[config.mk]
export PLATFORM = sky130hd
export DESIGN_NAME = dier_top
export DESIGN_NICKNAME = d
export VERILOG_FILES = /design/src/rtl/dier_pkg.sv /design/src/rtl/dier_combiner.sv /design/src/rtl/dier_top.sv
export VERILOG_INCLUDE_DIRS = /design/src /design/src/rtl
export SDC_FILE = /design/constraint.sdc
export NUM_CORES = 1
export LEC_CHECK = 0
export BUFFER_PORTS_ARGS = -buffer_cell sky130_fd_sc_hd__buf_2
export CORE_AREA = 2 2 215 217
export DETAILED_ROUTE_END_ITERATION = 7
export DIE_AREA = 0 0 217 219
export PLACE_DENSITY_LB_ADDON = 0.15
export REMOVE_ABC_BUFFERS = 1
export SYNTH_ARGS = -nofsm -noshare
export SYNTH_HDL_FRONTEND = slang
export SYNTH_SLANG_ARGS = --single-unit
[constraint.sdc]
create_clock -name i_sys_clk -period 9.8 [get_ports i_sys_clk]
set_input_delay 2.94 -clock i_sys_clk [delete_from_list [all_inputs] [get_ports i_sys_clk]]
set_output_delay 2.94 -clock i_sys_clk [all_outputs]
set_load 0.01 [all_outputs]
[src/rtl/dier_map.svh]
`ifndef DIER_MAP_SVH
`define DIER_MAP_SVH

`define DIER_NUM_EVT     32
`define DIER_NUM_CHIP    4
`define DIER_NUM_PERIPH  28
`define DIER_NUM_CORE    12
`define DIER_FIRST_CORE  4
`define DIER_NUM_COMB    4
`define DIER_EVT_SEL_W   5
`define DIER_COMB_SEL_W  2
`define DIER_RST_EVT     32'h0000_0000
`define DIER_RST_CORE    12'h000
`define DIER_RST_CHIP    4'h0

`endif

[src/rtl/dier_pkg.sv]
package dier_pkg;
  `include "dier_map.svh"

  typedef logic [`DIER_NUM_EVT-1:0]  dier_evt_vec_t;
  typedef logic [`DIER_NUM_CORE-1:0] dier_core_vec_t;
  typedef logic [`DIER_NUM_CHIP-1:0] dier_chip_vec_t;
  typedef logic [`DIER_NUM_COMB-1:0] dier_comb_vec_t;
  typedef dier_evt_vec_t [`DIER_NUM_COMB-1:0] dier_evt_arr_t;

  typedef struct packed {
    logic                        use_comb;
    logic [`DIER_EVT_SEL_W-1:0]  evt_sel;
    logic [`DIER_COMB_SEL_W-1:0] comb_sel;
  } dier_route_t;

  typedef dier_route_t [`DIER_NUM_CORE-1:0] dier_route_arr_t;

  typedef struct packed {
    dier_evt_vec_t flags;
  } dier_comb_state_t;

  typedef struct packed {
    dier_chip_vec_t chip_flag;
    dier_core_vec_t src_q;
    dier_core_vec_t pend;
  } dier_top_state_t;
endpackage

[src/rtl/dier_combiner.sv]
`timescale 1ns/1ns
`default_nettype none
`include "dier_map.svh"
module dier_combiner
  import dier_pkg::*;
(
  input  wire logic          i_sys_clk,
  input  wire logic          i_reset,
  input  wire dier_evt_vec_t i_events,
  input  wire dier_evt_vec_t i_mask,
  input  wire dier_evt_vec_t i_clear,
  output dier_evt_vec_t      o_flags,
  output logic               o_combined
);
  dier_comb_state_t st;
  dier_comb_state_t next_st;

  // Every cycle an input is high counts as a fresh event, so a held
  // level re-sets its flag right after software clears it.
  always_comb begin
    next_st       = st;
    next_st.flags = (st.flags & ~i_clear) | (i_events & ~i_mask);
  end

  always_ff @(posedge i_sys_clk or posedge i_reset) begin
    if (i_reset) begin
      st.flags <= `DIER_RST_EVT;
    end else begin
      st <= next_st;
    end
  end

  assign o_flags    = st.flags;
  // Mask also hides flags caught before the mask was set
  assign o_combined = |(st.flags & ~i_mask);

  a_level_refire: assert property (
    @(posedge i_sys_clk) disable iff (i_reset)
    (i_events[5] && !i_mask[5] && i_clear[5]) |=> o_flags[5])
    else $error("Held combiner input did not re-set its flag");

  a_mask_blocks: assert property (
    @(posedge i_sys_clk) disable iff (i_reset)
    (i_mask == `DIER_RST_EVT - 32'h0000_0001) |-> !o_combined)
    else $error("Fully masked combiner drove its output");

  a_masked_no_set: assert property (
    @(posedge i_sys_clk) disable iff (i_reset)
    (i_mask[1] && !o_flags[1]) |=> !o_flags[1])
    else $error("Masked event set a combiner flag");
endmodule
`default_nettype wire

[src/rtl/dier_top.sv]
`timescale 1ns/1ns
`default_nettype none
`include "dier_map.svh"
// What this block does
// - The core sees twelve maskable interrupt inputs, numbered 4 to 15.
// - Each core input takes one system event directly or one combiner.
// - The combiner takes every high cycle of an input as a new event.
// - Chip-signal interrupts stay high while their flag stays set.
// - Core inputs take one interrupt per level assertion or pulse.
module dier_top
  import dier_pkg::*;
(
  input  wire logic            i_sys_clk,
  input  wire logic            i_reset,
  input  wire logic [`DIER_NUM_PERIPH-1:0] i_periph_events,
  input  wire dier_chip_vec_t  i_chip_set,
  input  wire dier_chip_vec_t  i_chip_clr,
  input  wire dier_route_arr_t i_route,
  input  wire dier_evt_arr_t   i_comb_mask,
  input  wire dier_evt_arr_t   i_comb_clr,
  input  wire dier_core_vec_t  i_core_ack,
  output dier_core_vec_t       o_core_hw_int,
  output dier_chip_vec_t       o_chip_flag,
  output dier_comb_vec_t       o_comb_active,
  output dier_evt_arr_t        o_comb_flags
);
  dier_top_state_t st;
  dier_top_state_t next_st;
  dier_evt_vec_t   sys_evt;
  dier_comb_vec_t  comb_out;
  dier_core_vec_t  src_now;

  function automatic logic route_pick(input dier_route_t    r,
                                      input dier_evt_vec_t  e,
                                      input dier_comb_vec_t c);
    route_pick = r.use_comb ? c[r.comb_sel] : e[r.evt_sel];
  endfunction

  // Chip-signal flags occupy the low event numbers
  assign sys_evt = {i_periph_events, st.chip_flag};

  for (genvar k = 0; k < `DIER_NUM_COMB; k++) begin : g_comb
    dier_combiner u_comb (
      .i_sys_clk  (i_sys_clk),
      .i_reset    (i_reset),
      .i_events   (sys_evt),
      .i_mask     (i_comb_mask[k]),
      .i_clear    (i_comb_clr[k]),
      .o_flags    (o_comb_flags[k]),
      .o_combined (comb_out[k])
    );
  end

  // Twelve routed sources, core inputs 4..15 map to index 0..11
  always_comb begin
    for (int j = 0; j < `DIER_NUM_CORE; j++) begin
      src_now[j] = route_pick(i_route[j], sys_evt, comb_out);
    end
  end

  always_comb begin
    next_st           = st;
    // Flag holds until cleared; set wins so no request is lost
    next_st.chip_flag = (st.chip_flag & ~i_chip_clr) | i_chip_set;
    next_st.src_q     = src_now;
    // Edge capture makes a long level count once, a pulse too
    next_st.pend      = (st.pend & ~i_core_ack)
                      | (src_now & ~st.src_q);
  end

  always_ff @(posedge i_sys_clk or posedge i_reset) begin
    if (i_reset) begin
      st.chip_flag <= `DIER_RST_CHIP;
      st.src_q     <= `DIER_RST_CORE;
      st.pend      <= `DIER_RST_CORE;
    end else begin
      st <= next_st;
    end
  end

  assign o_core_hw_int = st.pend;
  assign o_chip_flag   = st.chip_flag;
  assign o_comb_active = comb_out;

  for (genvar j = 0; j < `DIER_NUM_CORE; j++) begin : g_chk
    a_rise_pends: assert property (
      @(posedge i_sys_clk) disable iff (i_reset)
      (src_now[j] && !st.src_q[j]) |=> o_core_hw_int[j])
      else $error("Source rise did not raise core interrupt");

    a_level_once: assert property (
      @(posedge i_sys_clk) disable iff (i_reset)
      (i_core_ack[j] && st.src_q[j] && src_now[j]) |=> !o_core_hw_int[j])
      else $error("Held level raised a second core interrupt");

    a_no_spurious: assert property (
      @(posedge i_sys_clk) disable iff (i_reset)
      (!o_core_hw_int[j] && !(src_now[j] && !st.src_q[j]))
        |=> !o_core_hw_int[j])
      else $error("Core interrupt raised with no source edge");

    a_route_src: assert property (
      @(posedge i_sys_clk) disable iff (i_reset)
      !i_route[j].use_comb && $stable(i_route[j]) && $stable(sys_evt)
        |-> st.src_q[j] == $past(sys_evt[i_route[j].evt_sel]))
      else $error("Direct route did not follow its event");

    a_ack_clears: assert property (
      @(posedge i_sys_clk) disable iff (i_reset)
      (i_core_ack[j] && !(src_now[j] && !st.src_q[j]))
        |=> !o_core_hw_int[j])
      else $error("Acknowledged core interrupt stayed pending");

    a_pend_holds: assert property (
      @(posedge i_sys_clk) disable iff (i_reset)
      (o_core_hw_int[j] && !i_core_ack[j]) |=> o_core_hw_int[j])
      else $error("Core interrupt dropped without an acknowledge");

    a_comb_route: assert property (
      @(posedge i_sys_clk) disable iff (i_reset)
      i_route[j].use_comb
        |-> (src_now[j] == o_comb_active[i_route[j].comb_sel]))
      else $error("Combined route did not follow its combiner");

    a_direct_now: assert property (
      @(posedge i_sys_clk) disable iff (i_reset)
      !i_route[j].use_comb
        |-> (src_now[j] == sys_evt[i_route[j].evt_sel]))
      else $error("Direct route did not pick its event");

    a_comb_rise: assert property (
      @(posedge i_sys_clk) disable iff (i_reset)
      (i_route[j].use_comb && $rose(src_now[j])) |=> o_core_hw_int[j])
      else $error("Combined route rise did not raise core interrupt");

    a_chip_rise: assert property (
      @(posedge i_sys_clk) disable iff (i_reset)
      (!i_route[j].use_comb && (i_route[j].evt_sel < 5'h04)
        && $rose(src_now[j])) |=> o_core_hw_int[j])
      else $error("Direct chip-signal rise did not raise core interrupt");
  end

  for (genvar n = 0; n < `DIER_NUM_CHIP; n++) begin : g_chip_chk
    a_chip_set: assert property (
      @(posedge i_sys_clk) disable iff (i_reset)
      i_chip_set[n] |=> o_chip_flag[n])
      else $error("Chip-signal set did not raise its flag");

    a_chip_wins: assert property (
      @(posedge i_sys_clk) disable iff (i_reset)
      (i_chip_set[n] && i_chip_clr[n]) |=> o_chip_flag[n])
      else $error("Chip-signal clear beat a set in the same cycle");

    a_chip_clear: assert property (
      @(posedge i_sys_clk) disable iff (i_reset)
      (i_chip_clr[n] && !i_chip_set[n]) |=> !o_chip_flag[n])
      else $error("Chip-signal clear did not drop its flag");

    a_chip_holds: assert property (
      @(posedge i_sys_clk) disable iff (i_reset)
      (o_chip_flag[n] && !i_chip_clr[n]) |=> o_chip_flag[n])
      else $error("Chip-signal level dropped without a clear");

    a_chip_idle: assert property (
      @(posedge i_sys_clk) disable iff (i_reset)
      (!o_chip_flag[n] && !i_chip_set[n]) |=> !o_chip_flag[n])
      else $error("Chip-signal flag rose without a set");

    a_chip_event: assert property (
      @(posedge i_sys_clk) disable iff (i_reset)
      sys_evt[n] == o_chip_flag[n])
      else $error("Chip-signal flag missing from its event number");
  end

  for (genvar k = 0; k < `DIER_NUM_COMB; k++) begin : g_comb_chk
    a_active_flags: assert property (
      @(posedge i_sys_clk) disable iff (i_reset)
      o_comb_active[k] |-> ((o_comb_flags[k] & ~i_comb_mask[k]) != '0))
      else $error("Combined output high with no unmasked flag");

    a_active_rises: assert property (
      @(posedge i_sys_clk) disable iff (i_reset)
      ((sys_evt & ~i_comb_mask[k]) != '0) ##1 $stable(i_comb_mask[k])
        |-> o_comb_active[k])
      else $error("Unmasked event did not reach the combined output");

    for (genvar e = 0; e < `DIER_NUM_EVT; e++) begin : g_evt
      a_evt_sets: assert property (
        @(posedge i_sys_clk) disable iff (i_reset)
        (sys_evt[e] && !i_comb_mask[k][e]) |=> o_comb_flags[k][e])
        else $error("Unmasked event did not set its combiner flag");

      a_evt_cleared: assert property (
        @(posedge i_sys_clk) disable iff (i_reset)
        (i_comb_clr[k][e] && !(sys_evt[e] && !i_comb_mask[k][e]))
          |=> !o_comb_flags[k][e])
        else $error("Combiner flag survived a clear with no event");

      a_evt_sticky: assert property (
        @(posedge i_sys_clk) disable iff (i_reset)
        (o_comb_flags[k][e] && !i_comb_clr[k][e]) |=> o_comb_flags[k][e])
        else $error("Combiner flag dropped without a clear");

      a_evt_masked: assert property (
        @(posedge i_sys_clk) disable iff (i_reset)
        (i_comb_mask[k][e] && !o_comb_flags[k][e]) |=> !o_comb_flags[k][e])
        else $error("Masked event set its combiner flag");

      a_evt_idle: assert property (
        @(posedge i_sys_clk) disable iff (i_reset)
        (!o_comb_flags[k][e] && !(sys_evt[e] && !i_comb_mask[k][e]))
          |=> !o_comb_flags[k][e])
        else $error("Combiner flag rose with no unmasked event");
    end
  end

  // No disable here: this one looks at the edge that ends reset
  a_reset_quiet: assert property (
    @(posedge i_sys_clk)
    $fell(i_reset) |-> (o_core_hw_int == '0) && (o_chip_flag == '0)
      && (o_comb_flags == '0) && (o_comb_active == '0))
    else $error("Outputs not quiet at reset release");
endmodule
`default_nettype wire

==> qor.csv <==
metric,value,unit
CTS buffer count,17,
vias,12182,
Slew HR,24.6,%
post-cts resize count,0,
Worst EP required,6.86,ns
Synth Register Bits,156,
Setup TNS,0,ns
synth cell count leaders,"160 x inv_1, 156 x dfrtp_1, 156 x mux2i_1",
maximum number of pins on one net before global-route repair,102,
WL final,58800,µm
Yosys top cell area share,35.1,%
Reg power frac,37.3,%
total clock sinks,156,
IO Pins,550,
final net count,2168,
Yosys Warn Count,0,
"Primary FF master, synth",dfrtp_1,
Remaining DRCs,0,
CTS H-tree lvls,4,
layout cells sized above 1,35.1,%
hold_buf cts,0,
Max Fclk,128,MHz
remaining antenna violation count,0,
grt total ovfl,0,
postcts setup bufs,0,
final setup violating endpoints,0,
Logic pwr share,27.3,%
RSZ-0062 raised after global routing,no,
clk_lat worst skew,0.47,ns
TritonRoute pass-1 iters,5,
Setup Skew,0.0152,ns
depth of the worst hold-timing path,2,
clock share of power,35.4,%
Final Critical Period,7.83,ns
Net Sw Power,0.701,mW
Syn-to-layout area delta,34.2,%
antenna violations before repair,19,
CTS Buffer Depth,2,
clk root buf,clkbuf_16,
Initial Util,24.7,%
"CTS clk-pin slew, worst paths",0.07,ns
flop-to-flop setup slack,7.09,ns
Initial DRC Count,933,
Setup crit end kind,output port,
GRT Total Usage,24.3,%
PwrDens,135,mW/mm²
Tcrit/Tclk final,79.9,%
most common cell in the synthesized netlist,inv_1,
Netlist cell types,32,
WP data arrival,4.89,ns
Net Sw Frac,34.7,%
sequential area share after synthesis,35.1,%
Mapped Area,0.0111,mm²
Peak VDD IR,0.000106,V
vias in the first global route,12240,
"Avg Cell Area, Syn",8.75,µm²
Startpoint Class,input pin,
DR WL/cell,24.6,µm
Mapped Cells,1272,
Detailed Place HPWL,45200,µm
DR vias/cell,5.10,
Port Buf Inserts,549,
Core Area,0.0451,mm²
WHS,0.498,ns
post-synth top area cell,dfrtp_1,
"top cells by area, synth","dfrtp_1 35%, mux2i_1 14%, nand2b_1 7.3%",
first-pass GRT wire length,82800,µm
"EDFF count, synth",0,
Final Hold Fails,0,
leak pwr,7.37,nW
Final Wtd Congestion,0.942,
HP Class,reg2reg,
Row Count,78,
Die Y,219,µm
Pint,1.32,mW
die width,217,µm
CTS tree,built,
Least-Margin Pin Slew,1.12,ns
total power,2.02,mW
R2R cell count,6,
status,finished clean,
max-cap violations,0,
crit path max fanout,11,
Slew Limit Fails,0,
critical path class,in2out,
Synth async-reset ratio,100,%
die area,0.0475,mm²
[power by group through the flow]
| stage | logic (mW) | clock network, mW | registers [mW] |
|---|---|---|---|
| 6_report | 0.551 | 0.716 | 0.754 |
| 5_1_grt | 0.600 | 0.760 | 0.762 |
| 4_1_cts | 0.555 | 0.738 | 0.754 |
| 3_5_place_dp | 0.554 | 0 | 0.765 |
| 3_3_place_gp | 0.551 | 0 | 0.764 |
| 2_1_floorplan | 0.216 | 0 | 0.785 |
[worst max-delay path, stage by stage]
cell	delay [ns]
buf_2	0.08
nand2b_1	0.16
o2111ai_1	0.29
nor4_2	0.73
nand2_2	0.42
buf_2	0.27
[path summary, 6_finish.rpt]
| path | from | to |
|---|---|---|
| min in group asynchronous | i_reset | g_comb[3].u_comb.o_flags[8]$_DFF_PP0_ |
| max in group asynchronous | i_reset | g_comb[1].u_comb.o_flags[11]$_DFF_PP0_ |
| min | o_core_hw_int[3]$_DFF_PP0_ | o_core_hw_int[3]$_DFF_PP0_ |
| max | i_comb_mask[99] | o_comb_active[3] |
| max reg2reg | g_comb[3].u_comb.o_flags[2]$_DFF_PP0_ | o_core_hw_int[0]$_DFF_PP0_ |
| min reg2reg | o_core_hw_int[3]$_DFF_PP0_ | o_core_hw_int[3]$_DFF_PP0_ |
[cell type report]
| class | instances | area, µm² |
|---|---|---|
| sequential | 156 | 3900 |
| multi-input combinational | 872 | 6220 |
| tap | 600 | 751 |
| antenna | 8 | 20.0 |
| fill | 4932 | 30200 |
| clock buffer | 18 | 439 |
| inverter | 161 | 609 |
| clock inverter | 14 | 173 |
| timing repair buffer | 558 | 2820 |
[sequential cells by signal, summed over array words and instances (netlist names)]
name and count:
o_chip_flag 4, o_core_hw_int 12, st 12, g_comb.u_comb.o_flags 128
[cell usage in the layout, fill, tap and decap left out, drive strengths merged]
master and n:
nand2 74, a22oi 48, nand4b 36, nand3 36, nand4 16, o2111ai 42, dfrtp 156, bufinv 2
clkbuf 18, o21bai 4, or2 12, a211oi 12, and2 12, mux2i 156, clkinv 3, o211ai 48
nor2b 24, nor2 24, o221ai 12, or2b 3, nor4 8, nor3 12, a21oi 36, nand2b 129
buf 558, clkinvlp 1, o22ai 128, diode 8, inv 169
[layer usage]
metal  up-vias  GRT usage [%]  wire length, µm
met5         -              0               84
met3        96           6.87             4500
met2       576           40.3            27800
met1      5865           30.2            24600
met4        14           8.06             1730
li1       5631              -                -
[cell families after synthesis]
kind of cell | Yosys count | share of synthesized area [%]
simple gates | 386 | 20.3
compound gates | 330 | 21.3
buf+inv | 244 | 9.33
mux | 156 | 14.0
flops | 156 | 35.1
[per-stage QoR]
| stage | std cells | utilization (%) | setup WS (ns) | area [µm²] |
|---|---|---|---|---|
| final | 2387 | 33.1 | 1.97 | 14900 |
| after global routing | 2384 | 33.1 | 1.89 | 14900 |
| after CTS | 2379 | 33.1 | 1.97 | 14900 |
| after detailed placement | 2347 | 31.7 | 1.98 | 14300 |
| after global placement | 2347 | 31.7 | 1.94 | 14300 |
| after floorplan | 1189 | - | 2.65 | 10700 |
Power figures use the tool's default switching activity.
